[src/inc/orc_pkg.sv]
// Package with register map, field layout, reset values and types of the over-range and mode configuration block.
package orc_pkg;

  // Register byte addresses on the serial register port.
  localparam logic [15:0] ORC_ADDR_OPERATING_MODE_TWO = 16'h0013;
  localparam logic [15:0] ORC_ADDR_IMBALANCE_TRIM     = 16'h0014;
  localparam logic [15:0] ORC_ADDR_OVR_ENABLE         = 16'h003A;
  localparam logic [15:0] ORC_ADDR_OVERRANGE_HOLD_CTRL           = 16'h003B;
  localparam logic [15:0] ORC_ADDR_OVR_THRESHOLD      = 16'h003C;

  // Reset values.
  localparam logic [7:0] ORC_RST_OPERATING_MODE_TWO = 8'h20;
  localparam logic [7:0] ORC_RST_IMBALANCE_TRIM     = 8'h00;
  localparam logic [7:0] ORC_RST_OVR_ENABLE         = 8'h00;
  localparam logic [7:0] ORC_RST_OVERRANGE_HOLD_CTRL           = 8'h00;
  localparam logic [7:0] ORC_RST_OVR_THRESHOLD      = 8'h00;
  localparam logic [7:0] ORC_RDATA_UNMAPPED         = 8'h00;

  // Field positions.
  localparam int ORC_CLOCK_DIVIDE_RATIO_LSB = 0;
  localparam int ORC_AMP_LSB    = 4;
  localparam int ORC_PHASE_LSB  = 0;
  localparam int ORC_OVERRANGE_ENABLE_BIT = 0;
  localparam int ORC_HOLD_LSB   = 0;
  localparam int ORC_TH_SHIFT   = 7;

  // Clock divide codes.
  localparam logic [1:0] ORC_DIV_BY_1 = 2'h0;
  localparam logic [1:0] ORC_DIV_BY_2 = 2'h1;
  localparam logic [1:0] ORC_DIV_BY_4 = 2'h2;

  // Hold extension in sampling-clock periods per hold code.
  localparam logic [3:0] ORC_HOLD_EXT_0 = 4'h0;
  localparam logic [3:0] ORC_HOLD_EXT_1 = 4'h3;
  localparam logic [3:0] ORC_HOLD_EXT_2 = 4'h7;
  localparam logic [3:0] ORC_HOLD_EXT_3 = 4'hF;

  // Full-scale limits used when the threshold setting is zero; only +32767 and -32768 lie beyond them.
  localparam logic signed [17:0] ORC_FS_POS_LIM = 18'sh07FFE;
  localparam logic signed [17:0] ORC_FS_NEG_LIM = -18'sh07FFF;

  // Register port request from the serial register host.
  typedef struct packed {
    logic        wr;
    logic        rd;
    logic [15:0] addr;
    logic [7:0]  wdata;
  } orc_reg_req_t;

  // Register port answer.
  typedef struct packed {
    logic       rvalid;
    logic [7:0] rdata;
  } orc_reg_rsp_t;

  // State of the block apart from the reset synchronizer.
  typedef struct packed {
    logic [7:0]  operating_mode_two;
    logic [7:0]  input_imbalance_trim;
    logic [7:0]  overrange_enable_ctrl;
    logic [7:0]  overrange_hold_ctrl;
    logic [7:0]  overrange_threshold_ctrl;
    logic [1:0]  div_cnt;
    logic        tick_d1;
    logic        over_hit;
    logic [3:0]  hold_cnt;
    logic        overrange_flag;
    logic        serial_data_out_pin;
    logic        sample_tick;
    orc_reg_rsp_t rsp;
  } orc_state_t;

endpackage

[src/rtl/orc_overrange_config.sv]
// Configuration registers, sampling-clock divider and over-range detector with hold extension.
//
// What this block does
// - Divide field codes 00, 01, 10 select divide by one, two, four; 11 reserved.
// - Operating mode two sits at 0x0013 and resets to 0x20, divide by one.
// - Imbalance trim bits 6:4 hold amplitude trim; zero default, code 4 reserved.
// - Imbalance trim bits 3:0 hold phase trim; zero default, code 8 reserved.
// - Enable bit 0 keeps over-range inactive; 1 drives indication on data-out pin.
// - A sample beyond full scale registers an over-range event and asserts indicators.
// - After the event the indicator stays 0, 3, 7 or 15 extra cycles by code.
// - Hold extension counts internal sampling clock periods, after the divider.
// - Assertion and release follow the sampled condition with equal fixed latency.
// - Threshold register sits at 0x003C and resets to zero.
module orc_overrange_config
  import orc_pkg::*;
(
  // Clock and reset.
  input  wire logic         ref_clk_i,
  input  wire logic         reset_n_i,
  // Serial register port.
  input  wire orc_reg_req_t reg_req_i,
  output      orc_reg_rsp_t reg_rsp_o,
  // Converted samples, same clock.
  input  wire logic [15:0]  sample_i,
  // Configuration outputs.
  output      logic [2:0]   amplitude_trim_code_o,
  output      logic [3:0]   phase_trim_code_o,
  output      logic         sample_tick_o,
  // Over-range indication.
  output      logic         overrange_flag_o,
  output      logic         serial_data_out_pin_o
);

  logic [1:0]        rst_sync_q;
  logic              rst_n;
  orc_state_t        st_q;
  orc_state_t        st_d;
  logic [1:0]        div_mask;
  logic              tick;
  logic signed [17:0] pos_lim;
  logic signed [17:0] neg_lim;
  logic signed [17:0] smp_ext;
  logic              over_now;
  logic [3:0]        hold_ext;
  logic              ovr_on;

  // Reset is asserted at once and released through two flip-flops.
  always_ff @(posedge ref_clk_i or negedge reset_n_i) begin
    if (!reset_n_i) begin
      rst_sync_q <= 2'h0;
    end else begin
      rst_sync_q <= {rst_sync_q[0], 1'b1};
    end
  end
  assign rst_n = rst_sync_q[1];

  // Divider mask and sampling tick; the reserved code falls back to divide by one.
  always_comb begin
    case (st_q.operating_mode_two[ORC_CLOCK_DIVIDE_RATIO_LSB +: 2])
      ORC_DIV_BY_2: div_mask = 2'h1;
      ORC_DIV_BY_4: div_mask = 2'h3;
      default:      div_mask = 2'h0;
    endcase
    tick = ((st_q.div_cnt & div_mask) == 2'h0);
  end

  // Symmetric limits; a zero setting means the full-scale codes themselves count as over-range.
  always_comb begin
    smp_ext = 18'(signed'(sample_i));
    if (st_q.overrange_threshold_ctrl == 8'h00) begin
      pos_lim = ORC_FS_POS_LIM;
      neg_lim = ORC_FS_NEG_LIM;
    end else begin
      pos_lim = signed'({3'h0, st_q.overrange_threshold_ctrl, 7'h00});
      neg_lim = -pos_lim;
    end
    over_now = (smp_ext > pos_lim) || (smp_ext < neg_lim);
  end

  // Extra hold periods per hold code.
  always_comb begin
    case (st_q.overrange_hold_ctrl[ORC_HOLD_LSB +: 2])
      2'h1:    hold_ext = ORC_HOLD_EXT_1;
      2'h2:    hold_ext = ORC_HOLD_EXT_2;
      2'h3:    hold_ext = ORC_HOLD_EXT_3;
      default: hold_ext = ORC_HOLD_EXT_0;
    endcase
  end

  assign ovr_on = st_q.overrange_enable_ctrl[ORC_OVERRANGE_ENABLE_BIT];

  // Next-state logic: register port, divider and two-stage detector pipeline.
  always_comb begin
    st_d             = st_q;
    st_d.div_cnt     = 2'(st_q.div_cnt + 2'h1);
    st_d.sample_tick = tick;
    st_d.tick_d1     = tick;
    st_d.rsp.rvalid  = 1'b0;
    // Register writes; reserved bits are stored as written.
    if (reg_req_i.wr) begin
      if (reg_req_i.addr == ORC_ADDR_OPERATING_MODE_TWO) begin
        st_d.operating_mode_two = reg_req_i.wdata;
      end else if (reg_req_i.addr == ORC_ADDR_IMBALANCE_TRIM) begin
        st_d.input_imbalance_trim = reg_req_i.wdata;
      end else if (reg_req_i.addr == ORC_ADDR_OVR_ENABLE) begin
        st_d.overrange_enable_ctrl = reg_req_i.wdata;
      end else if (reg_req_i.addr == ORC_ADDR_OVERRANGE_HOLD_CTRL) begin
        st_d.overrange_hold_ctrl = reg_req_i.wdata;
      end else if (reg_req_i.addr == ORC_ADDR_OVR_THRESHOLD) begin
        st_d.overrange_threshold_ctrl = reg_req_i.wdata;
      end
    end
    // Register reads answer one cycle later; unmapped addresses read zero.
    if (reg_req_i.rd) begin
      st_d.rsp.rvalid = 1'b1;
      if (reg_req_i.addr == ORC_ADDR_OPERATING_MODE_TWO) begin
        st_d.rsp.rdata = st_q.operating_mode_two;
      end else if (reg_req_i.addr == ORC_ADDR_IMBALANCE_TRIM) begin
        st_d.rsp.rdata = st_q.input_imbalance_trim;
      end else if (reg_req_i.addr == ORC_ADDR_OVR_ENABLE) begin
        st_d.rsp.rdata = st_q.overrange_enable_ctrl;
      end else if (reg_req_i.addr == ORC_ADDR_OVERRANGE_HOLD_CTRL) begin
        st_d.rsp.rdata = st_q.overrange_hold_ctrl;
      end else if (reg_req_i.addr == ORC_ADDR_OVR_THRESHOLD) begin
        st_d.rsp.rdata = st_q.overrange_threshold_ctrl;
      end else begin
        st_d.rsp.rdata = ORC_RDATA_UNMAPPED;
      end
    end
    // Stage one samples the comparison once per sampling period.
    if (tick) begin
      st_d.over_hit = over_now;
    end
    // Stage two clears indicator and hold count every cycle while disabled; when enabled it updates them once per sampling period.
    if (!ovr_on) begin
      st_d.hold_cnt            = 4'h0;
      st_d.overrange_flag      = 1'b0;
      st_d.serial_data_out_pin = 1'b0;
    end else if (st_q.tick_d1) begin
      if (st_q.over_hit) begin
        st_d.hold_cnt = hold_ext;
      end else if (st_q.hold_cnt != 4'h0) begin
        st_d.hold_cnt = 4'(st_q.hold_cnt - 4'h1);
      end
      st_d.overrange_flag      = st_q.over_hit || (st_q.hold_cnt != 4'h0);
      st_d.serial_data_out_pin = st_q.over_hit || (st_q.hold_cnt != 4'h0);
    end
  end

  // State register.
  always_ff @(posedge ref_clk_i or negedge rst_n) begin
    if (!rst_n) begin
      st_q                          <= '0;
      st_q.operating_mode_two       <= ORC_RST_OPERATING_MODE_TWO;
      st_q.input_imbalance_trim     <= ORC_RST_IMBALANCE_TRIM;
      st_q.overrange_enable_ctrl    <= ORC_RST_OVR_ENABLE;
      st_q.overrange_hold_ctrl      <= ORC_RST_OVERRANGE_HOLD_CTRL;
      st_q.overrange_threshold_ctrl <= ORC_RST_OVR_THRESHOLD;
    end else begin
      st_q <= st_d;
    end
  end

  // Outputs come straight from state flip-flops.
  assign reg_rsp_o             = st_q.rsp;
  assign amplitude_trim_code_o = st_q.input_imbalance_trim[ORC_AMP_LSB +: 3];
  assign phase_trim_code_o     = st_q.input_imbalance_trim[ORC_PHASE_LSB +: 4];
  assign sample_tick_o         = st_q.sample_tick;
  assign overrange_flag_o      = st_q.overrange_flag;
  assign serial_data_out_pin_o = st_q.serial_data_out_pin;
endmodule

[config.mk]
export PLATFORM = sky130hd
export DESIGN_NAME = orc_overrange_config
export DESIGN_NICKNAME = d
export VERILOG_FILES = /design/src/inc/orc_pkg.sv /design/src/rtl/orc_overrange_config.sv
export SDC_FILE = /design/constraint.sdc
export NUM_CORES = 1
export LEC_CHECK = 0
export BUFFER_PORTS_ARGS = -buffer_cell sky130_fd_sc_hd__buf_2
export CORE_MARGIN = 10
export CORE_UTILIZATION = 57
export DETAILED_ROUTE_END_ITERATION = 8
export GPL_ROUTABILITY_DRIVEN = 1
export MAX_ROUTING_LAYER = met4
export PLACE_DENSITY = 0.8
export SLEW_MARGIN = 20
export SYNTH_ARGS = -nofsm -noshare
export SYNTH_HDL_FRONTEND = slang
export SYNTH_SLANG_ARGS = --single-unit
export TNS_END_PERCENT = 20
[constraint.sdc]
create_clock -name ref_clk_i -period 2.3 [get_ports ref_clk_i]
set_input_delay 0.345 -clock ref_clk_i [delete_from_list [all_inputs] [get_ports ref_clk_i]]
set_output_delay 0.345 -clock ref_clk_i [all_outputs]
set_load 0.1 [all_outputs]
Word-level counts from Yosys, hierarchy flattened

Index checks and enable logic that the tools add are counted.

Register bits after elaboration: 61
Bits in latches: 0
Bits in writable memories: 0
Bits in read-only memories: 0
Input bits: 44
Output and inout port bits: 19
Memories: 0

$add $sub $neg: 3
Multiply operators: 0
Div/mod/pow operators: 0
Magnitude comparators: 2
Eq/ne operators: 12
Shift operators: 0
Mux-type cells: 14
Bitwise logic cells: 5
Reductions and logical operators: 11

Operator list:

| kind                  | number |
|---|---|
| $eq A16 B6 Y1 const B | 3 |
| $mux W8               | 5 |
| $eq A16 B5 Y1 const B | 2 |
| $lt A16 B18 Y1        | 1 |
| $mux W18              | 1 |
| $neg A15 Y18          | 1 |
| $gt A16 B16 Y1        | 1 |
| $mux W15              | 1 |
| $mux W6               | 2 |
| $pmux W4 S3           | 1 |
| $mux W9               | 1 |
| $logic_not A8 Y1      | 1 |
| $mux W4               | 2 |
| $eq A2 B2 Y1 const B  | 3 |
| $reduce_and A6 Y1     | 1 |
| $reduce_and A5 Y1     | 1 |
| $eq A2 B1 Y1 const B  | 2 |
| $not A1 Y1            | 4 |
| $pmux W2 S2           | 1 |
| $reduce_and A2 Y1     | 2 |
| $reduce_and A4 Y1     | 1 |
| $reduce_bool A4 Y1    | 1 |
| $sub A4 B1 Y4 const B | 1 |
| $ne A3 B2 Y1 const B  | 1 |
| other kinds (6)       | 7 |

Logic depth before layout (Yosys ltp)

Gate-level depths: netlist of run 1.

Depth in word-level cells: 7
Depth in mapped cells: 13
Mapped depth without buffers: 12

Worst setup path before layout of run 1

No wires, ideal clock.

Path kind: register -> register
Start: register st_q[25] (netlist bit)
End: register st_q[16] (netlist bit)
Arrival: 2554 ps
Required time: 2213 ps
Slack: -341 ps
Cell stages (with the launch flop): 13
Buffers on the path: 1
Clock period less this slack: 2641 ps
Cell sequence: dfrtp_1 nor4_1 nand2_1 or3_1 clkbuf_1 inv_2 nor2_1 ha_1 nand4b_1 nor4b_1 a211o_1 a211o_1 o211ai_1

Longest elaborated chain between the ends: 4
Elaborated cells on any way between the ends: 7

Ends and longest elaborated chain:

| item                                                    | RTL line                                               | RTL |
|---|---|---|
| from (decl)                                             | orc_overrange_config.sv:36                             | `orc_state_t st_q;` |
| from (signal assigned)                                  | orc_overrange_config.sv:160                            | `st_q <= st_d;` |
| $neg A15 Y18 / $logic_not A8 Y1 (equally long branches) | orc_overrange_config.sv:75, orc_overrange_config.sv:70 |  |
| $mux W18 / $mux W15 (equally long branches)             | orc_overrange_config.sv:70                             | `if (st_q.overrange_threshold_ctrl == 8'h00) begin` |
| $lt A16 B18 Y1 / $gt A16 B16 Y1 (equally long branches) | orc_overrange_config.sv:77                             | `over_now = (smp_ext > pos_lim) \|\| (smp_ext < neg_lim);` |
| $logic_or A1 B1 Y1 *                                    | orc_overrange_config.sv:77                             |  |

Mark *: on every way between the ends. The rest lies on a longest branch, timed or not.
A chain may end at the register's enable or synchronous reset.

Worst setup path in the final report of run 1

Start: register st_q[22] (netlist bit)
End: register st_q[16] (netlist bit)

The elaborated chain is that of the path after synthesis.

==> flow_summary.toml, run 1 <==
[worst_setup_path]
crit_top_cell = "a211o_1"
worstSetupEndpointType = "flip-flop"
crit_start = "st_q[22]"
reg2reg_from = "st_q[22]"
r2r_cells = 11
worst-path-stages = 11
crit_fanout = 8
worstSetupPathType = "reg2reg"
slowest_stage = "dfrtp_1"
endpoint = "st_q[16]"
cp.required_ns = 2.56
critical_path.cell_chain = "nor4_2, nand2_1, or3_4, inv_6, nor2_1, ha_1, nand4b_1, nor4b_2, a211o_1, a211o_1, o211ai_1"
critPathMaxStageDelay_ns = 0.40
worstPathArrival_ns = 2.81
rrSetupSlack_ns = -0.25
cp-start-kind = "flip-flop"
cp_top_family = "simple AND/OR/NAND/NOR gates"
crit_buf_inv = 1
reg2reg_to = "st_q[16]"

[synth]
synth-seq-cells = 60
synth_warnings = 0
seq_area_frac_synth_pct = 41.07
ys_async_sr_fraction_pct = 100.0
syn_area_sq_um = 3659
synth_edf_count = 0
ys.flop_type = "dfrtp_1"
synth_fp_nets = 405
synthCells = 333
synth.largest_area_cell = "dfrtp_1"
synth_cell_types = 57
synth_top_cell_area_share_pct = 40.36
avgSynthCellArea_sq_um = 10.99
synth_area_leaders = "dfrtp_1, mux2_2, ha_1"

[sta]
setup_violations = 1
period_minus_slack_ns = 2.554
rsz0062_at_grt = "true"
tns_ns = -0.2544
maxSlewHeadroom_pct = 51.99
fin_crit_sh_pct = 111.1
tightestPinTransition_ns = 0.7201
clock_skew_ns = 0.008169
drv_slew = 0
worst_slack_ns = -0.2544
worst_hold_slack_ns = 0.2980
hold_viol = 0
fmax_mhz = 391.5

[clock_tree]
numCtsBuffers = 9
cts_tree = "built"
root_buffer = "clkbuf_8"
clkTransAtPathRegs_ns = 0.07
clock_path_buffers = 2
worstSkewPairLatency_ns = 0.34
htree_levels = 3
clkSinkCount = 60

[grt]
gr-usage-met2_pct = 29.82
grt_overflow = 0
grtUsageMet1_pct = 21.46
grt_max_degree = 59
grt_pass1_wl_um = 14610
antenna_found_initial = 0
grt_util_all_layers_pct = 18.33
busiest_layer = "met2"
met3_usage_pct = 5.082
grt_pass1_vias = 3022

[finish]
mostFrequentLayoutCell = "buf_2"
area_delta_synth_final_pct = 20.04
layout_common_cells = "buf_2, dfrtp_1, mux2_2"
final_net_count = 484
final_util_pct = 69.96
n_antenna_cell = 0
final_layout_size_suffix_gt1_share_pct = 41.73

[floorplanning]
die_area_sq_um = 10020
num_io_pins = 63
start_util_pct = 58.28
num_rows = 29
design.core.area_sq_um = 6277
die_y_um = 100.1
die_w_um = 100.1

[route]
remaining_drc_errors = 0
antenna_left = 0
via_per_inst = 5.968
via_count = 2948
wire_per_inst_um = 18.41
dr.first_iter.drc_count = 129
wl_um = 9093
first_pass_iters = 4

[power]
ir_drop_mv = 0.4662
power_leakage_nw = 2.167
power_density_nw_per_um2 = 479.9
power_mw = 2.108

[worst_hold_path]
holdCritPathClass = "in2reg"

[placed_design]
gp_congestion = 0.8681
port_buffers = 62
pre_cts_slack_ns = -0.2457
dp.final_hpwl_um = 6798

[outcome]
outcome = "finished, violations left"
failed_checks = "setup timing"

[run]
max-cap-violations = 0
layer usage:
metal / wire, um / up-vias
li1: - / 1398
met1: 3848 / 1456
met2: 4685 / 84
met3: 464 / 10
met4: 95 / 0
met5: 0 / -
worst min-delay path, delay by kind of cell:
kind | cells | cell delay, ns
AO/OA/AOI/OAI | 1 | 0.06
AND/OR/NAND/NOR | 1 | 0.05
buffers and inverters | 1 | 0.14
worst min-delay path by stage:
stage | from | endpoint | cells after the start | slack [ns]
final | reg_req_i[0] | st_q[20] | 3 | 0.30
after global placement | reset_n_i | rst_sync_q[0] | 1 | 0.13
after floorplan | reset_n_i | rst_sync_q[0] | 0 | 0.05
after detailed placement | reset_n_i | rst_sync_q[0] | 1 | 0.13
after CTS | reg_req_i[2] | st_q[30] | 2 | 0.29
after global routing | reg_req_i[6] | st_q[34] | 2 | 0.29
through the flow:
stage | instance area (sq um) | std cells
6_report | 4392 | 494
5_1_grt | 4392 | 494
4_1_cts | 4362 | 494
3_5_place_dp | 4163 | 477
3_3_place_gp | 4163 | 477
2_1_floorplan | 3679 | 333
synthesized netlist by cell type (all sizes together), types with 8 or more instances:
| cell type | count |
|---|---|
| dfrtp | 59 |
| o21ai | 15 |
| ha | 28 |
| a21oi | 17 |
| mux2 | 38 |
| nor2b | 12 |
| inv | 11 |
| nand2 | 17 |
| nor2 | 15 |
| buf | 21 |
| a22oi | 8 |
timing repair:
item | CTS | global route
endpoints found under the hold margin | 2 | 0
setup buffers | 0 | 0
resized for setup | 2 | 10
setup endpoints to repair | 1 | 1
hold buffers | 1 | 0
gates cloned | 0 | 0
pin swaps | 0 | 6
logic make-up after synthesis:
family	Yosys count	share of synthesized area, %
muxes	39	11.97
xor gates and xnor gates	6	1.437
buffers and inverters	37	5.643
DFF	60	41.07
AOI/OAI and AO/OA	73	14.33
other	2	0.2053
and+or+nand+nor	88	15.77
adders and majority gates	28	9.576
final cells by class:
cell class	count	area, sq um
multi-input cells	236	1998
inverters	11	46.29
clock buffers	10	137.6
clock inverters	6	40.04
fillers	473	1886
flip-flops and latches	60	1504
repair buffers	94	569.3
well taps	77	96.34
registers in the layout, indices dropped and copies added, names as in the netlist:
register / count
amplitude_trim_code_o: 3
overrange_flag_o: 1
ovr_on: 1
phase_trim_code_o: 4
reg_rsp_o: 9
rst_sync_q: 2
sample_tick_o: 1
st_q: 39
power breakdown:
part           switching (mW)  internal (mW)
Sequential            0.00667           1.06
Clock                   0.434          0.415
Combinational           0.115         0.0769
(Power assumes the default switching activity.)
==> run 2, diff against run 1 <==
--- a/config.mk
+++ b/config.mk
@@ -7,11 +7,13 @@
 export LEC_CHECK = 0
 export BUFFER_PORTS_ARGS = -buffer_cell sky130_fd_sc_hd__buf_2
 export CORE_MARGIN = 10
-export CORE_UTILIZATION = 57
+export CORE_UTILIZATION = 58
+export CTS_BUF_LIST = sky130_fd_sc_hd__clkbuf_4 sky130_fd_sc_hd__clkbuf_8
 export DETAILED_ROUTE_END_ITERATION = 8
 export GPL_ROUTABILITY_DRIVEN = 1
 export MAX_ROUTING_LAYER = met4
-export PLACE_DENSITY = 0.8
+export PLACE_DENSITY = 0.81
+export SKIP_CTS_REPAIR_TIMING = 1
 export SLEW_MARGIN = 20
 export SYNTH_ARGS = -nofsm -noshare
 export SYNTH_HDL_FRONTEND = slang
==> run 2 against run 1 <==
The run still ends with setup timing left. Die area is 1.4% lower. Power grew 16%. Critical endpoint unchanged. Routed wire length grew 2.3%. Core utilization is 4.1 points higher. Sequential share of layout area down 0.56 points.
==> flow_summary.toml, run 2 (synthesized netlist as in run 1, its figures left out) <==
[worst_setup_path]
worstSetupEndpointType = "flip-flop"
reg2reg_from = "st_q[22]"
cp-start-kind = "flip-flop"
cp.required_ns = 2.56
worstSetupPathType = "reg2reg"
worst-path-stages = 10
crit_fanout = 9
r2r_cells = 10
critPathMaxStageDelay_ns = 0.42
slowest_stage = "dfrtp_1"
reg2reg_to = "st_q[16]"
crit_buf_inv = 1
rrSetupSlack_ns = -0.29
worstPathArrival_ns = 2.86
critical_path.cell_chain = "nor4_4, nand2_1, or3_4, buf_4, ha_1, nand2_1, nor4b_2, a211o_1, a211o_1, o211ai_1"
cp_top_family = "simple AND/OR/NAND/NOR gates"

[sta]
worst_slack_ns = -0.2926
clock_skew_ns = 0.01106
fmax_mhz = 385.7
setup_violations = 1
rsz0062_at_grt = "true"
fin_crit_sh_pct = 112.7
maxSlewHeadroom_pct = 62.75
hold_viol = 0
drv_slew = 0
tightestPinTransition_ns = 0.5515
period_minus_slack_ns = 2.593

[finish]
fill_cells = 424
final_layout_size_suffix_gt1_share_pct = 41.05
layout_common_cells = "buf_2, dfrtp_1, mux2_2"
largest_reg_flops = 39
area_delta_synth_final_pct = 22.02
finalNonFillerCells = 494
final_net_count = 486
regMostFlops = "st_q"
n_antenna_cell = 0
design_area_sq_um = 4464
final_util_pct = 74.09
mostFrequentLayoutCell = "buf_2"

[route]
remaining_drc_errors = 0
via_count = 2964
dr.first_iter.drc_count = 158
antenna_left = 0
wire_per_inst_um = 18.83
first_pass_iters = 4
via_per_inst = 6.000
wl_um = 9300

[grt]
met3_usage_pct = 5.813
grt_pass1_vias = 3099
grt_util_all_layers_pct = 18.90
antenna_found_initial = 0
grt_pass1_wl_um = 14860
busiest_layer = "met2"
gr-usage-met2_pct = 30.86
grtUsageMet1_pct = 21.73
grt_max_degree = 26
grt_overflow = 0

[worst_hold_path]
holdCritPathClass = "reg2async"

[outcome]
failed_checks = "setup timing"
outcome = "finished, violations left"

[power]
power_mw = 2.453
power_density_nw_per_um2 = 549.5
ir_drop_mv = 0.3810
power_leakage_nw = 2.213

[floorplanning]
design.core.area_sq_um = 6026
die_y_um = 99.42
num_io_pins = 63
die_w_um = 99.42
start_util_pct = 60.71
num_rows = 28
die_area_sq_um = 9884

[clock_tree]
root_buffer = "clkbuf_8"
clock_path_buffers = 2
clkTransAtPathRegs_ns = 0.08
clkSinkCount = 60
cts_tree = "built"
htree_levels = 3
worstSkewPairLatency_ns = 0.34
numCtsBuffers = 9

[placed_design]
port_buffers = 62
dp.final_hpwl_um = 6870
placed_area_sq_um = 4155
placed_cells = 476
gp_congestion = 0.8454
pre_cts_slack_ns = -0.2741

[run]
max-cap-violations = 0
==> run 2: cell types whose count changed in the layout (fill, tap and decap cells not counted), sizes merged <==
cell      delta
bufinv       +3
clkinvlp     -3
buf          +2
==> run 2: power breakdown <==
group          switching (mW)  internal, mW  total (mW)
clock network           0.448         0.749        1.20
registers              0.0123          1.06        1.07
logic                   0.108        0.0763       0.185
==> run 2: layout make-up <==
| class | instances | area (sq um) | share of cell area (%) |
|---|---|---|---|
| Sequential cell | 60 | 1504 | 33.69 |
| Timing Repair Buffer | 96 | 568.0 | 12.72 |
| Tap cell | 75 | 93.84 | 2.102 |
| Multi-Input combinational cell | 236 | 2003 | 44.87 |
| Clock inverter | 6 | 111.4 | 2.494 |
| Clock buffer | 10 | 137.6 | 3.083 |
| Inverter | 11 | 46.29 | 1.037 |
==> run 2: worst max-delay path by stage <==
stage	from	end	slack [ns]
after floorplan	st_q[25]	st_q[16]	-0.23
after global placement	st_q[25]	st_q[16]	-0.14
after detailed placement	st_q[25]	st_q[16]	-0.27
after CTS	st_q[25]	st_q[16]	-0.33
after global routing	st_q[22]	st_q[16]	-0.37
final	st_q[22]	st_q[16]	-0.29
==> run 2: layer usage <==
| layer | wire, um | up-vias |
|---|---|---|
| met5 | 0 | - |
| met4 | 76 | 0 |
| met3 | 641 | 8 |
| met2 | 4605 | 110 |
| met1 | 3977 | 1453 |
| li1 | - | 1393 |
==> run 2: per-stage QoR <==
stage          hold WS (ns)  setup TNS, ns
4_1_cts             -0.2404        -0.3303
6_report             0.1809        -0.2926
2_1_floorplan       0.04941         -1.203
3_3_place_gp         0.1316        -0.8175
5_1_grt              0.2189        -0.3655
3_5_place_dp         0.1333        -0.9229
